===== src/rtl/prom_map.svh =====
// Timing constants shared by the fuse memory host controller.
`ifndef PROM_MAP_SVH
`define PROM_MAP_SVH

`define PROM_CLK_NS          100
`define PROM_WORDS           8192
`define PROM_T_ADDR_NS       55
`define PROM_T_SEL_NS        30
`define PROM_T_VCC_SETTLE_NS 10000
`define PROM_T_HV_SETTLE_NS  10000
`define PROM_T_HOLD_NS       100000
`define PROM_T_CUR_OFF_NS    1000
`define PROM_MAX_TRIES       5'h10

`define PROM_CYC(t) (((t) + `PROM_CLK_NS - 1) / `PROM_CLK_NS)
`define PROM_RD_CYC ((`PROM_CYC(`PROM_T_ADDR_NS) > `PROM_CYC(`PROM_T_SEL_NS)) ? \
                     `PROM_CYC(`PROM_T_ADDR_NS) : `PROM_CYC(`PROM_T_SEL_NS))
`define PROM_VCC_CYC `PROM_CYC(`PROM_T_VCC_SETTLE_NS)
`define PROM_HV_CYC  `PROM_CYC(`PROM_T_HV_SETTLE_NS)
`define PROM_HOLD_CYC `PROM_CYC(`PROM_T_HOLD_NS)
`define PROM_OFF_CYC `PROM_CYC(`PROM_T_CUR_OFF_NS)

`endif


===== src/rtl/prom_pkg.sv =====
// Types and helper functions of the fuse memory host controller.
package prom_pkg;

  typedef enum logic [3:0] {
    ST_IDLE    = 4'h0,
    ST_RD_WAIT = 4'h1,
    ST_REST    = 4'h2,
    ST_SETTLE  = 4'h3,
    ST_HV      = 4'h4,
    ST_RAMP    = 4'h5,
    ST_HOLD    = 4'h6,
    ST_CUR_OFF = 4'h7,
    ST_VERIFY  = 4'h8
  } host_state_t;

  typedef struct packed {
    host_state_t st;
    logic [15:0] tmr;
    logic [4:0]  tries;
    logic        at_max;
    logic [12:0] addr;
    logic [2:0]  bsel;
    logic        sel_n;
    logic        sel_hv;
    logic        vcc_hi;
    logic        ramp_en;
    logic        ramp_hold;
    logic [7:0]  ramp_oe;
    logic [7:0]  rdata;
    logic        rd_valid;
    logic        pg_done;
    logic        pg_ok;
    logic        fail;
  } host_regs_t;

  typedef struct packed {
    logic [15:0] on_cnt;
    logic [15:0] off_cnt;
    logic        prev;
    logic        rest_ok;
  } guard_regs_t;

  function automatic logic bit_of(input logic [7:0] d, input logic [2:0] b);
    return d[b];
  endfunction : bit_of

  function automatic logic [7:0] lane_of(input logic [2:0] b);
    return 8'h01 << b;
  endfunction : lane_of

endpackage : prom_pkg


===== src/rtl/duty_if.sv =====
// Link between the sequencer and the supply duty guard.
`timescale 1ns/10ps
interface duty_if;
  logic vcc_on;
  logic rest_ok;
  modport ctrl  (output vcc_on, input rest_ok);
  modport guard (input vcc_on, output rest_ok);
endinterface : duty_if


===== src/rtl/prom_host.sv =====
// Host controller that reads and programs a fuse memory of 8192 bytes.
//
// Overview of operation
// - One select decodes this device in wide space.
// - Apply word address and pull select low first.
// - Raise supply, check target bit still zero.
// - Drive select to programming voltage to enable.
// - Current into exactly one output, others open.
// - Ramp current, hold after drop, then off.
// - Lower select voltage, verify, then lower supply.
// - Elevated supply on at most half the period.
// - Retry unblown bit, sixteen attempts at most.
// - Bit blown at maximum current fails device.
// - Bit blown below maximum, continue with next.
`timescale 1ns/10ps
`include "prom_map.svh"
module prom_host
  import prom_pkg::*;
(
  input  wire logic        i_clk,
  input  wire logic        i_nrst,
  input  wire logic        i_rd_req,
  input  wire logic        i_pg_req,
  input  wire logic [12:0] i_addr,
  input  wire logic [2:0]  i_bit,
  input  wire logic [7:0]  i_data,
  input  wire logic        i_sense_drop,
  input  wire logic        i_ramp_at_max,
  output logic      [12:0] o_addr,
  output logic             o_sel_n,
  output logic             o_sel_hv,
  output logic             o_vcc_hi,
  output logic             o_ramp_en,
  output logic             o_ramp_hold,
  output logic      [7:0]  o_ramp_oe,
  output logic      [7:0]  o_rdata,
  output logic             o_rd_valid,
  output logic             o_busy,
  output logic             o_pg_done,
  output logic             o_pg_ok,
  output logic             o_fail
);

  localparam logic [15:0] RD_CYC   = 16'(`PROM_RD_CYC);
  localparam logic [15:0] VCC_CYC  = 16'(`PROM_VCC_CYC);
  localparam logic [15:0] HV_CYC   = 16'(`PROM_HV_CYC);
  localparam logic [15:0] HOLD_CYC = 16'(`PROM_HOLD_CYC);
  localparam logic [15:0] OFF_CYC  = 16'(`PROM_OFF_CYC);

  host_regs_t r;
  host_regs_t next_r;
  logic       busy;
  logic       verify_bit;
  duty_if     du ();

  assign du.vcc_on  = r.vcc_hi;
  assign verify_bit = bit_of(i_data, r.bsel);

  supply_duty_guard u_guard (
    .i_clk  (i_clk),
    .i_nrst (i_nrst),
    .du     (du)
  );

  always_comb
  begin
    next_r          = r;
    next_r.rd_valid = 1'b0;
    next_r.pg_done  = 1'b0;
    if (r.tmr != 16'h0)
      next_r.tmr = r.tmr - 16'h1;
    unique case (r.st)
      ST_IDLE:
      begin
        if (i_rd_req)
        begin
          // Only this device's select is driven, so a wider space is decoded on select alone.
          next_r.addr  = i_addr;
          next_r.sel_n = 1'b0;
          next_r.tmr   = RD_CYC;
          next_r.st    = ST_RD_WAIT;
        end
        else if (i_pg_req && r.fail)
        begin
          next_r.pg_done = 1'b1;
          next_r.pg_ok   = 1'b0;
        end
        else if (i_pg_req)
        begin
          next_r.addr  = i_addr;
          next_r.bsel  = i_bit;
          next_r.sel_n = 1'b0;
          next_r.tries = 5'h0;
          next_r.pg_ok = 1'b0;
          next_r.st    = ST_REST;
        end
      end
      ST_RD_WAIT:
      begin
        if (r.tmr == 16'h0)
        begin
          next_r.rdata    = i_data;
          next_r.rd_valid = 1'b1;
          next_r.sel_n    = 1'b1;
          next_r.st       = ST_IDLE;
        end
      end
      ST_REST:
      begin
        if (du.rest_ok)
        begin
          next_r.vcc_hi = 1'b1;
          next_r.tmr    = VCC_CYC;
          next_r.st     = ST_SETTLE;
        end
      end
      ST_SETTLE:
      begin
        if (r.tmr == 16'h0)
        begin
          next_r.rdata = i_data;
          if (verify_bit)
          begin
            // A bit that already reads one needs no current; burning it again risks the cell.
            next_r.vcc_hi  = 1'b0;
            next_r.sel_n   = 1'b1;
            next_r.pg_done = 1'b1;
            next_r.pg_ok   = 1'b1;
            next_r.st      = ST_IDLE;
          end
          else
          begin
            next_r.sel_hv = 1'b1;
            next_r.tmr    = HV_CYC;
            next_r.st     = ST_HV;
          end
        end
      end
      ST_HV:
      begin
        if (r.tmr == 16'h0)
        begin
          next_r.ramp_en = 1'b1;
          next_r.ramp_oe = lane_of(r.bsel);
          next_r.at_max  = 1'b0;
          next_r.st      = ST_RAMP;
        end
      end
      ST_RAMP:
      begin
        if (i_sense_drop)
        begin
          next_r.ramp_hold = 1'b1;
          next_r.at_max    = i_ramp_at_max;
          next_r.tmr       = HOLD_CYC;
          next_r.st        = ST_HOLD;
        end
        else if (i_ramp_at_max)
        begin
          // No drop by full current: stop here and let the verify read decide.
          next_r.ramp_en = 1'b0;
          next_r.ramp_oe = 8'h00;
          next_r.at_max  = 1'b1;
          next_r.tmr     = OFF_CYC;
          next_r.st      = ST_CUR_OFF;
        end
      end
      ST_HOLD:
      begin
        if (r.tmr == 16'h0)
        begin
          next_r.ramp_en   = 1'b0;
          next_r.ramp_hold = 1'b0;
          next_r.ramp_oe   = 8'h00;
          next_r.tmr       = OFF_CYC;
          next_r.st        = ST_CUR_OFF;
        end
      end
      ST_CUR_OFF:
      begin
        if (r.tmr == 16'h0)
        begin
          next_r.sel_hv = 1'b0;
          next_r.tmr    = HV_CYC;
          next_r.st     = ST_VERIFY;
        end
      end
      ST_VERIFY:
      begin
        if (r.tmr == 16'h0)
        begin
          next_r.rdata  = i_data;
          next_r.vcc_hi = 1'b0;
          next_r.tries  = r.tries + 5'h1;
          if (verify_bit && r.at_max)
          begin
            next_r.fail    = 1'b1;
            next_r.sel_n   = 1'b1;
            next_r.pg_done = 1'b1;
            next_r.st      = ST_IDLE;
          end
          else if (verify_bit)
          begin
            next_r.sel_n   = 1'b1;
            next_r.pg_ok   = 1'b1;
            next_r.pg_done = 1'b1;
            next_r.st      = ST_IDLE;
          end
          else if (r.tries + 5'h1 >= `PROM_MAX_TRIES)
          begin
            next_r.fail    = 1'b1;
            next_r.sel_n   = 1'b1;
            next_r.pg_done = 1'b1;
            next_r.st      = ST_IDLE;
          end
          else
            next_r.st = ST_REST;
        end
      end
      default:
        next_r = r;
    endcase
  end

  always_ff @(posedge i_clk or negedge i_nrst)
  begin
    if (!i_nrst)
    begin
      r       <= '0;
      r.sel_n <= 1'b1;
      r.st    <= ST_IDLE;
      busy    <= 1'b0;
    end
    else
    begin
      r    <= next_r;
      busy <= (next_r.st != ST_IDLE);
    end
  end

  // The device's own outputs are inputs here; both output styles read the same once selected.
  assign o_addr      = r.addr;
  assign o_sel_n     = r.sel_n;
  assign o_sel_hv    = r.sel_hv;
  assign o_vcc_hi    = r.vcc_hi;
  assign o_ramp_en   = r.ramp_en;
  assign o_ramp_hold = r.ramp_hold;
  assign o_ramp_oe   = r.ramp_oe;
  assign o_rdata     = r.rdata;
  assign o_rd_valid  = r.rd_valid;
  assign o_busy      = busy;
  assign o_pg_done   = r.pg_done;
  assign o_pg_ok     = r.pg_ok;
  assign o_fail      = r.fail;
endmodule : prom_host


===== src/rtl/supply_duty_guard.sv =====
// Keeps the elevated supply off at least as long as it was last on.
`timescale 1ns/10ps
`include "prom_map.svh"
module supply_duty_guard
  import prom_pkg::*;
(
  input  wire logic i_clk,
  input  wire logic i_nrst,
  duty_if.guard     du
);

  guard_regs_t r;
  guard_regs_t next_r;

  always_comb
  begin
    next_r = r;
    next_r.prev = du.vcc_on;
    if (du.vcc_on)
    begin
      next_r.off_cnt = 16'h0;
      next_r.rest_ok = 1'b0;
      if (!r.prev)
        next_r.on_cnt = 16'h1;
      else if (r.on_cnt != 16'hffff)
        next_r.on_cnt = r.on_cnt + 16'h1;
    end
    else
    begin
      // Both counters saturate at the same value, so a very long burn still ends in a rest.
      if (r.off_cnt != 16'hffff)
        next_r.off_cnt = r.off_cnt + 16'h1;
      next_r.rest_ok = (next_r.off_cnt >= r.on_cnt);
    end
  end

  always_ff @(posedge i_clk or negedge i_nrst)
  begin
    // Reset forgets the last burn, so whoever resets in mid-run must let the supply rest first.
    if (!i_nrst)
      r <= '{on_cnt: 16'h0, off_cnt: 16'h0, prev: 1'b0, rest_ok: 1'b1};
    else
      r <= next_r;
  end

  assign du.rest_ok = r.rest_ok;
endmodule : supply_duty_guard


===== config.mk =====
export PLATFORM = sky130hd
export DESIGN_NAME = prom_host
export DESIGN_NICKNAME = d
export VERILOG_FILES = /design/src/rtl/prom_pkg.sv /design/src/rtl/duty_if.sv /design/src/rtl/prom_host.sv /design/src/rtl/supply_duty_guard.sv
export VERILOG_INCLUDE_DIRS = /design/src /design/src/rtl
export SDC_FILE = /design/constraint.sdc
export NUM_CORES = 1
export LEC_CHECK = 0
export BUFFER_PORTS_ARGS = -buffer_cell sky130_fd_sc_hd__clkbuf_2
export CORE_ASPECT_RATIO = 1.2
export CORE_MARGIN = 2
export CORE_UTILIZATION = 64
export DETAILED_ROUTE_END_ITERATION = 7
export GPL_ROUTABILITY_DRIVEN = 0
export GPL_TIMING_DRIVEN = 1
export PLACE_DENSITY = 0.86
export SETUP_SLACK_MARGIN = 0.05
export SYNTH_ARGS = -nofsm -noshare
export SYNTH_HDL_FRONTEND = slang
export SYNTH_SLANG_ARGS = --single-unit

===== constraint.sdc =====
create_clock -name i_clk -period 3.85 [get_ports i_clk]
set_clock_uncertainty 0.05 [all_clocks]
set_input_delay 0.9625 -clock i_clk [delete_from_list [all_inputs] [get_ports i_clk]]
set_output_delay 0.9625 -clock i_clk [all_outputs]
set_load 0.05 [all_outputs]

==> results.cfg <==
[outcome]
outcome = finished clean

[floorplanning]
die_area_mm2 = 0.0105
die_h_um = 112
die-width_um = 93.8
core_mm2 = 0.00947
io_pins = 69
start_util = 0.654
rows = 39

[pwr]
power_mw = 2.08
vdd_drop_max_uv = 205
p_sw_mw = 0.502
switching_share = 0.241
p_seq_frac = 0.538
power.share.clock = 0.409
combPwrFrac = 0.053
power.leakage_nw = 3.04
p_per_area_mw_per_mm2 = 312
internal_power_mw = 1.58

[clock_tree]
cts_root_buf = clkbuf_16
cts_resized = 0
cts_max_level = 3
cts_setup_buffers = 0
clkTransAtPathRegs_ns = 0.07
cts.sinks = 102
cts_buffers = 9
clock_latency_ns = 0.35
clk_path_buf_depth = 2
cts_tree = done
holdBufCountCts = 0

[global_routing]
met1_usage = 0.346
track_usage = 0.284
grt_max_degree = 55
use_met2 = 0.482
antenna_found_initial = 0
grt_busiest_layer = met2
grt_pass1_vias = 5164
grt_pass1_wl_um = 23800
grt_overflow_total = 0
grtUsageMet3 = 0.0440

[timing]
hold_violations = 0
report.final.setup_viol = 0
slew_headroom = 0.131
tns_ns = 0
setup_ws_ns = 0.822
drv_slew = 0
worst_pin_slew_ns = 1.30
period_needed_ns = 3.03
min_period_over_period = 0.787
fmax_ghz = 0.330
rsz0062_at_grt = no

[routing]
viasPerCell = 6.28
drtIter0Drc = 454
wl_per_cell_um = 17.4
ant_nets = 0
drtPass1Iterations = 5
vias = 5234
wl_um = 14500
drc = 0

[setup_path]
worstPathMaxFanout = 7
reg2regPathDepth = 11
worst_ep_required_time_ns = 4.07
worstPathArrival_ns = 3.24
startpoint_type = flip-flop
endpoint_kind = flip-flop
crit_type = flip-flop to flip-flop

[finish]
finalNetCount = 757
layout-drive-gt1-share = 0.190
layout.cells.non_filler = 833
syn2layout_area_growth_pct = 7.77
final_cell_mix = 100 x dfrtp_1, 67 x clkbuf_2, 59 x nand2_1
mostFrequentLayoutCell = dfrtp_1
diodes = 0

[place]
dp.final_hpwl_um = 10500
post-place-ws_ns = 0.899
port_buffers = 68
placed_cells = 818

[synth]
synth_edf_count = 0
netlist_instances = 682
async_flop_share = 1.00
synth_area_mm2 = 0.00619
synth_top_cell_by_area = dfrtp_1
synth_seq_cells = 102
ys_warn_count = 0
yosysSeqAreaShare = 0.413
ys.flop_type = dfrtp_1
syn_nets = 733
ys_top_cells_by_area = dfrtp_1 40%, mux2_2 5.1%, ha_1 4.2%
synth_top_area_frac = 0.404
avgSynthCellArea_um2 = 9.07
ys_types = 68

[run]
max-cap-violations = 0

[hold_path]
hp-class = flip-flop to flip-flop
whs_path_depth = 2
-- state kept, by name, indices dropped and copies added (netlist names) --
name and flops:
o_vcc_hi 1, r 29, o_ramp_en 1, u_guard.du.rest_ok 1, o_pg_ok 1, o_addr 13
o_fail 1, o_rd_valid 1, u_guard.r 33, o_sel_n 1, o_sel_hv 1, o_ramp_oe 8
o_rdata 8, o_busy 1, o_pg_done 1, o_ramp_hold 1
-- stage by stage --
step	util	area, um2	hold slack, ns
final	0.704	6670	0.427
after global placement	0.676	6390	0.413
after CTS	0.704	6670	0.434
after detailed placement	0.676	6390	0.418
after floorplan	-	6190	0.394
after global routing	0.704	6670	0.463
-- per-layer routing --
metal | routed length, um | share of wire
met2 | 7280 | 0.50
met3 | 940 | 0.065
met4 | 614 | 0.042
met1 | 5670 | 0.39
met5 | 0 | 0
-- power by group through the flow --
stage / logic [mW] / registers, mW / clock network [mW]
after floorplan: 0.0571 / 1.13 / 0
after global placement: 0.106 / 1.14 / 0
after detailed placement: 0.111 / 1.14 / 0
after CTS: 0.111 / 1.12 / 0.864
after global routing: 0.124 / 1.12 / 0.897
final: 0.111 / 1.12 / 0.852
-- synth_stat cells, drive strengths merged (9+ instances only) --
cell type	number
a21o	11
a21oi	32
and3	9
buf	36
clkbuf	28
dfrtp	100
ha	21
inv	27
mux2	28
nand2	59
nand3	31
nand4	12
nor2	60
nor2b	20
nor3	27
nor4	11
o21ai	41
o31ai	11
xnor2	19
-- final timing paths --
path	startpoint	to	slack, ns
worst max register to register	u_guard.r[6]	u_guard.du.rest_ok	0.82
worst min-delay path	o_ramp_oe[6]	o_ramp_oe[6]	0.43
min in group asynchronous	i_nrst	u_guard.r[33]	0.57
worst min register to register	o_ramp_oe[6]	o_ramp_oe[6]	0.43
worst max-delay path	u_guard.r[6]	u_guard.du.rest_ok	0.82
max in group asynchronous	i_nrst	o_sel_n	2.44
-- final cells by class --
type	count	area, um2
Multi-Input combinational cell	489	3160
Tap cell	123	154
Fill cell	722	2800
Clock inverter	6	47.5
Timing Repair Buffer	77	423
Inverter	27	101
Sequential cell	102	2550
Clock buffer	9	225
-- cells by family (layout without fill, tap and decap cells) --
kind of cell / count (synthesis) / count (layout) / share of synthesized area
fa+ha+maj: 21 / 21 / 0.0425
mux: 31 / 31 / 0.0619
compound gates: 141 / 141 / 0.146
flops: 102 / 102 / 0.413
xor+xnor: 26 / 26 / 0.0368
buf+inv: 91 / 119 / 0.0760
simple gates: 270 / 270 / 0.224
-- critical path, cell delays in order, from the launching register on --
cell and delay, ns:
dfrtp_1 0.42, and4_1 0.32, nand4_1 0.26, or3_1 0.50
xnor2_1 0.24, ha_1 0.27, nand2b_1 0.14, a21o_1 0.17
a21oi_1 0.13, o21ai_0 0.11, nor4_1 0.20, o21bai_1 0.14
(Power assumes the default switching activity.)
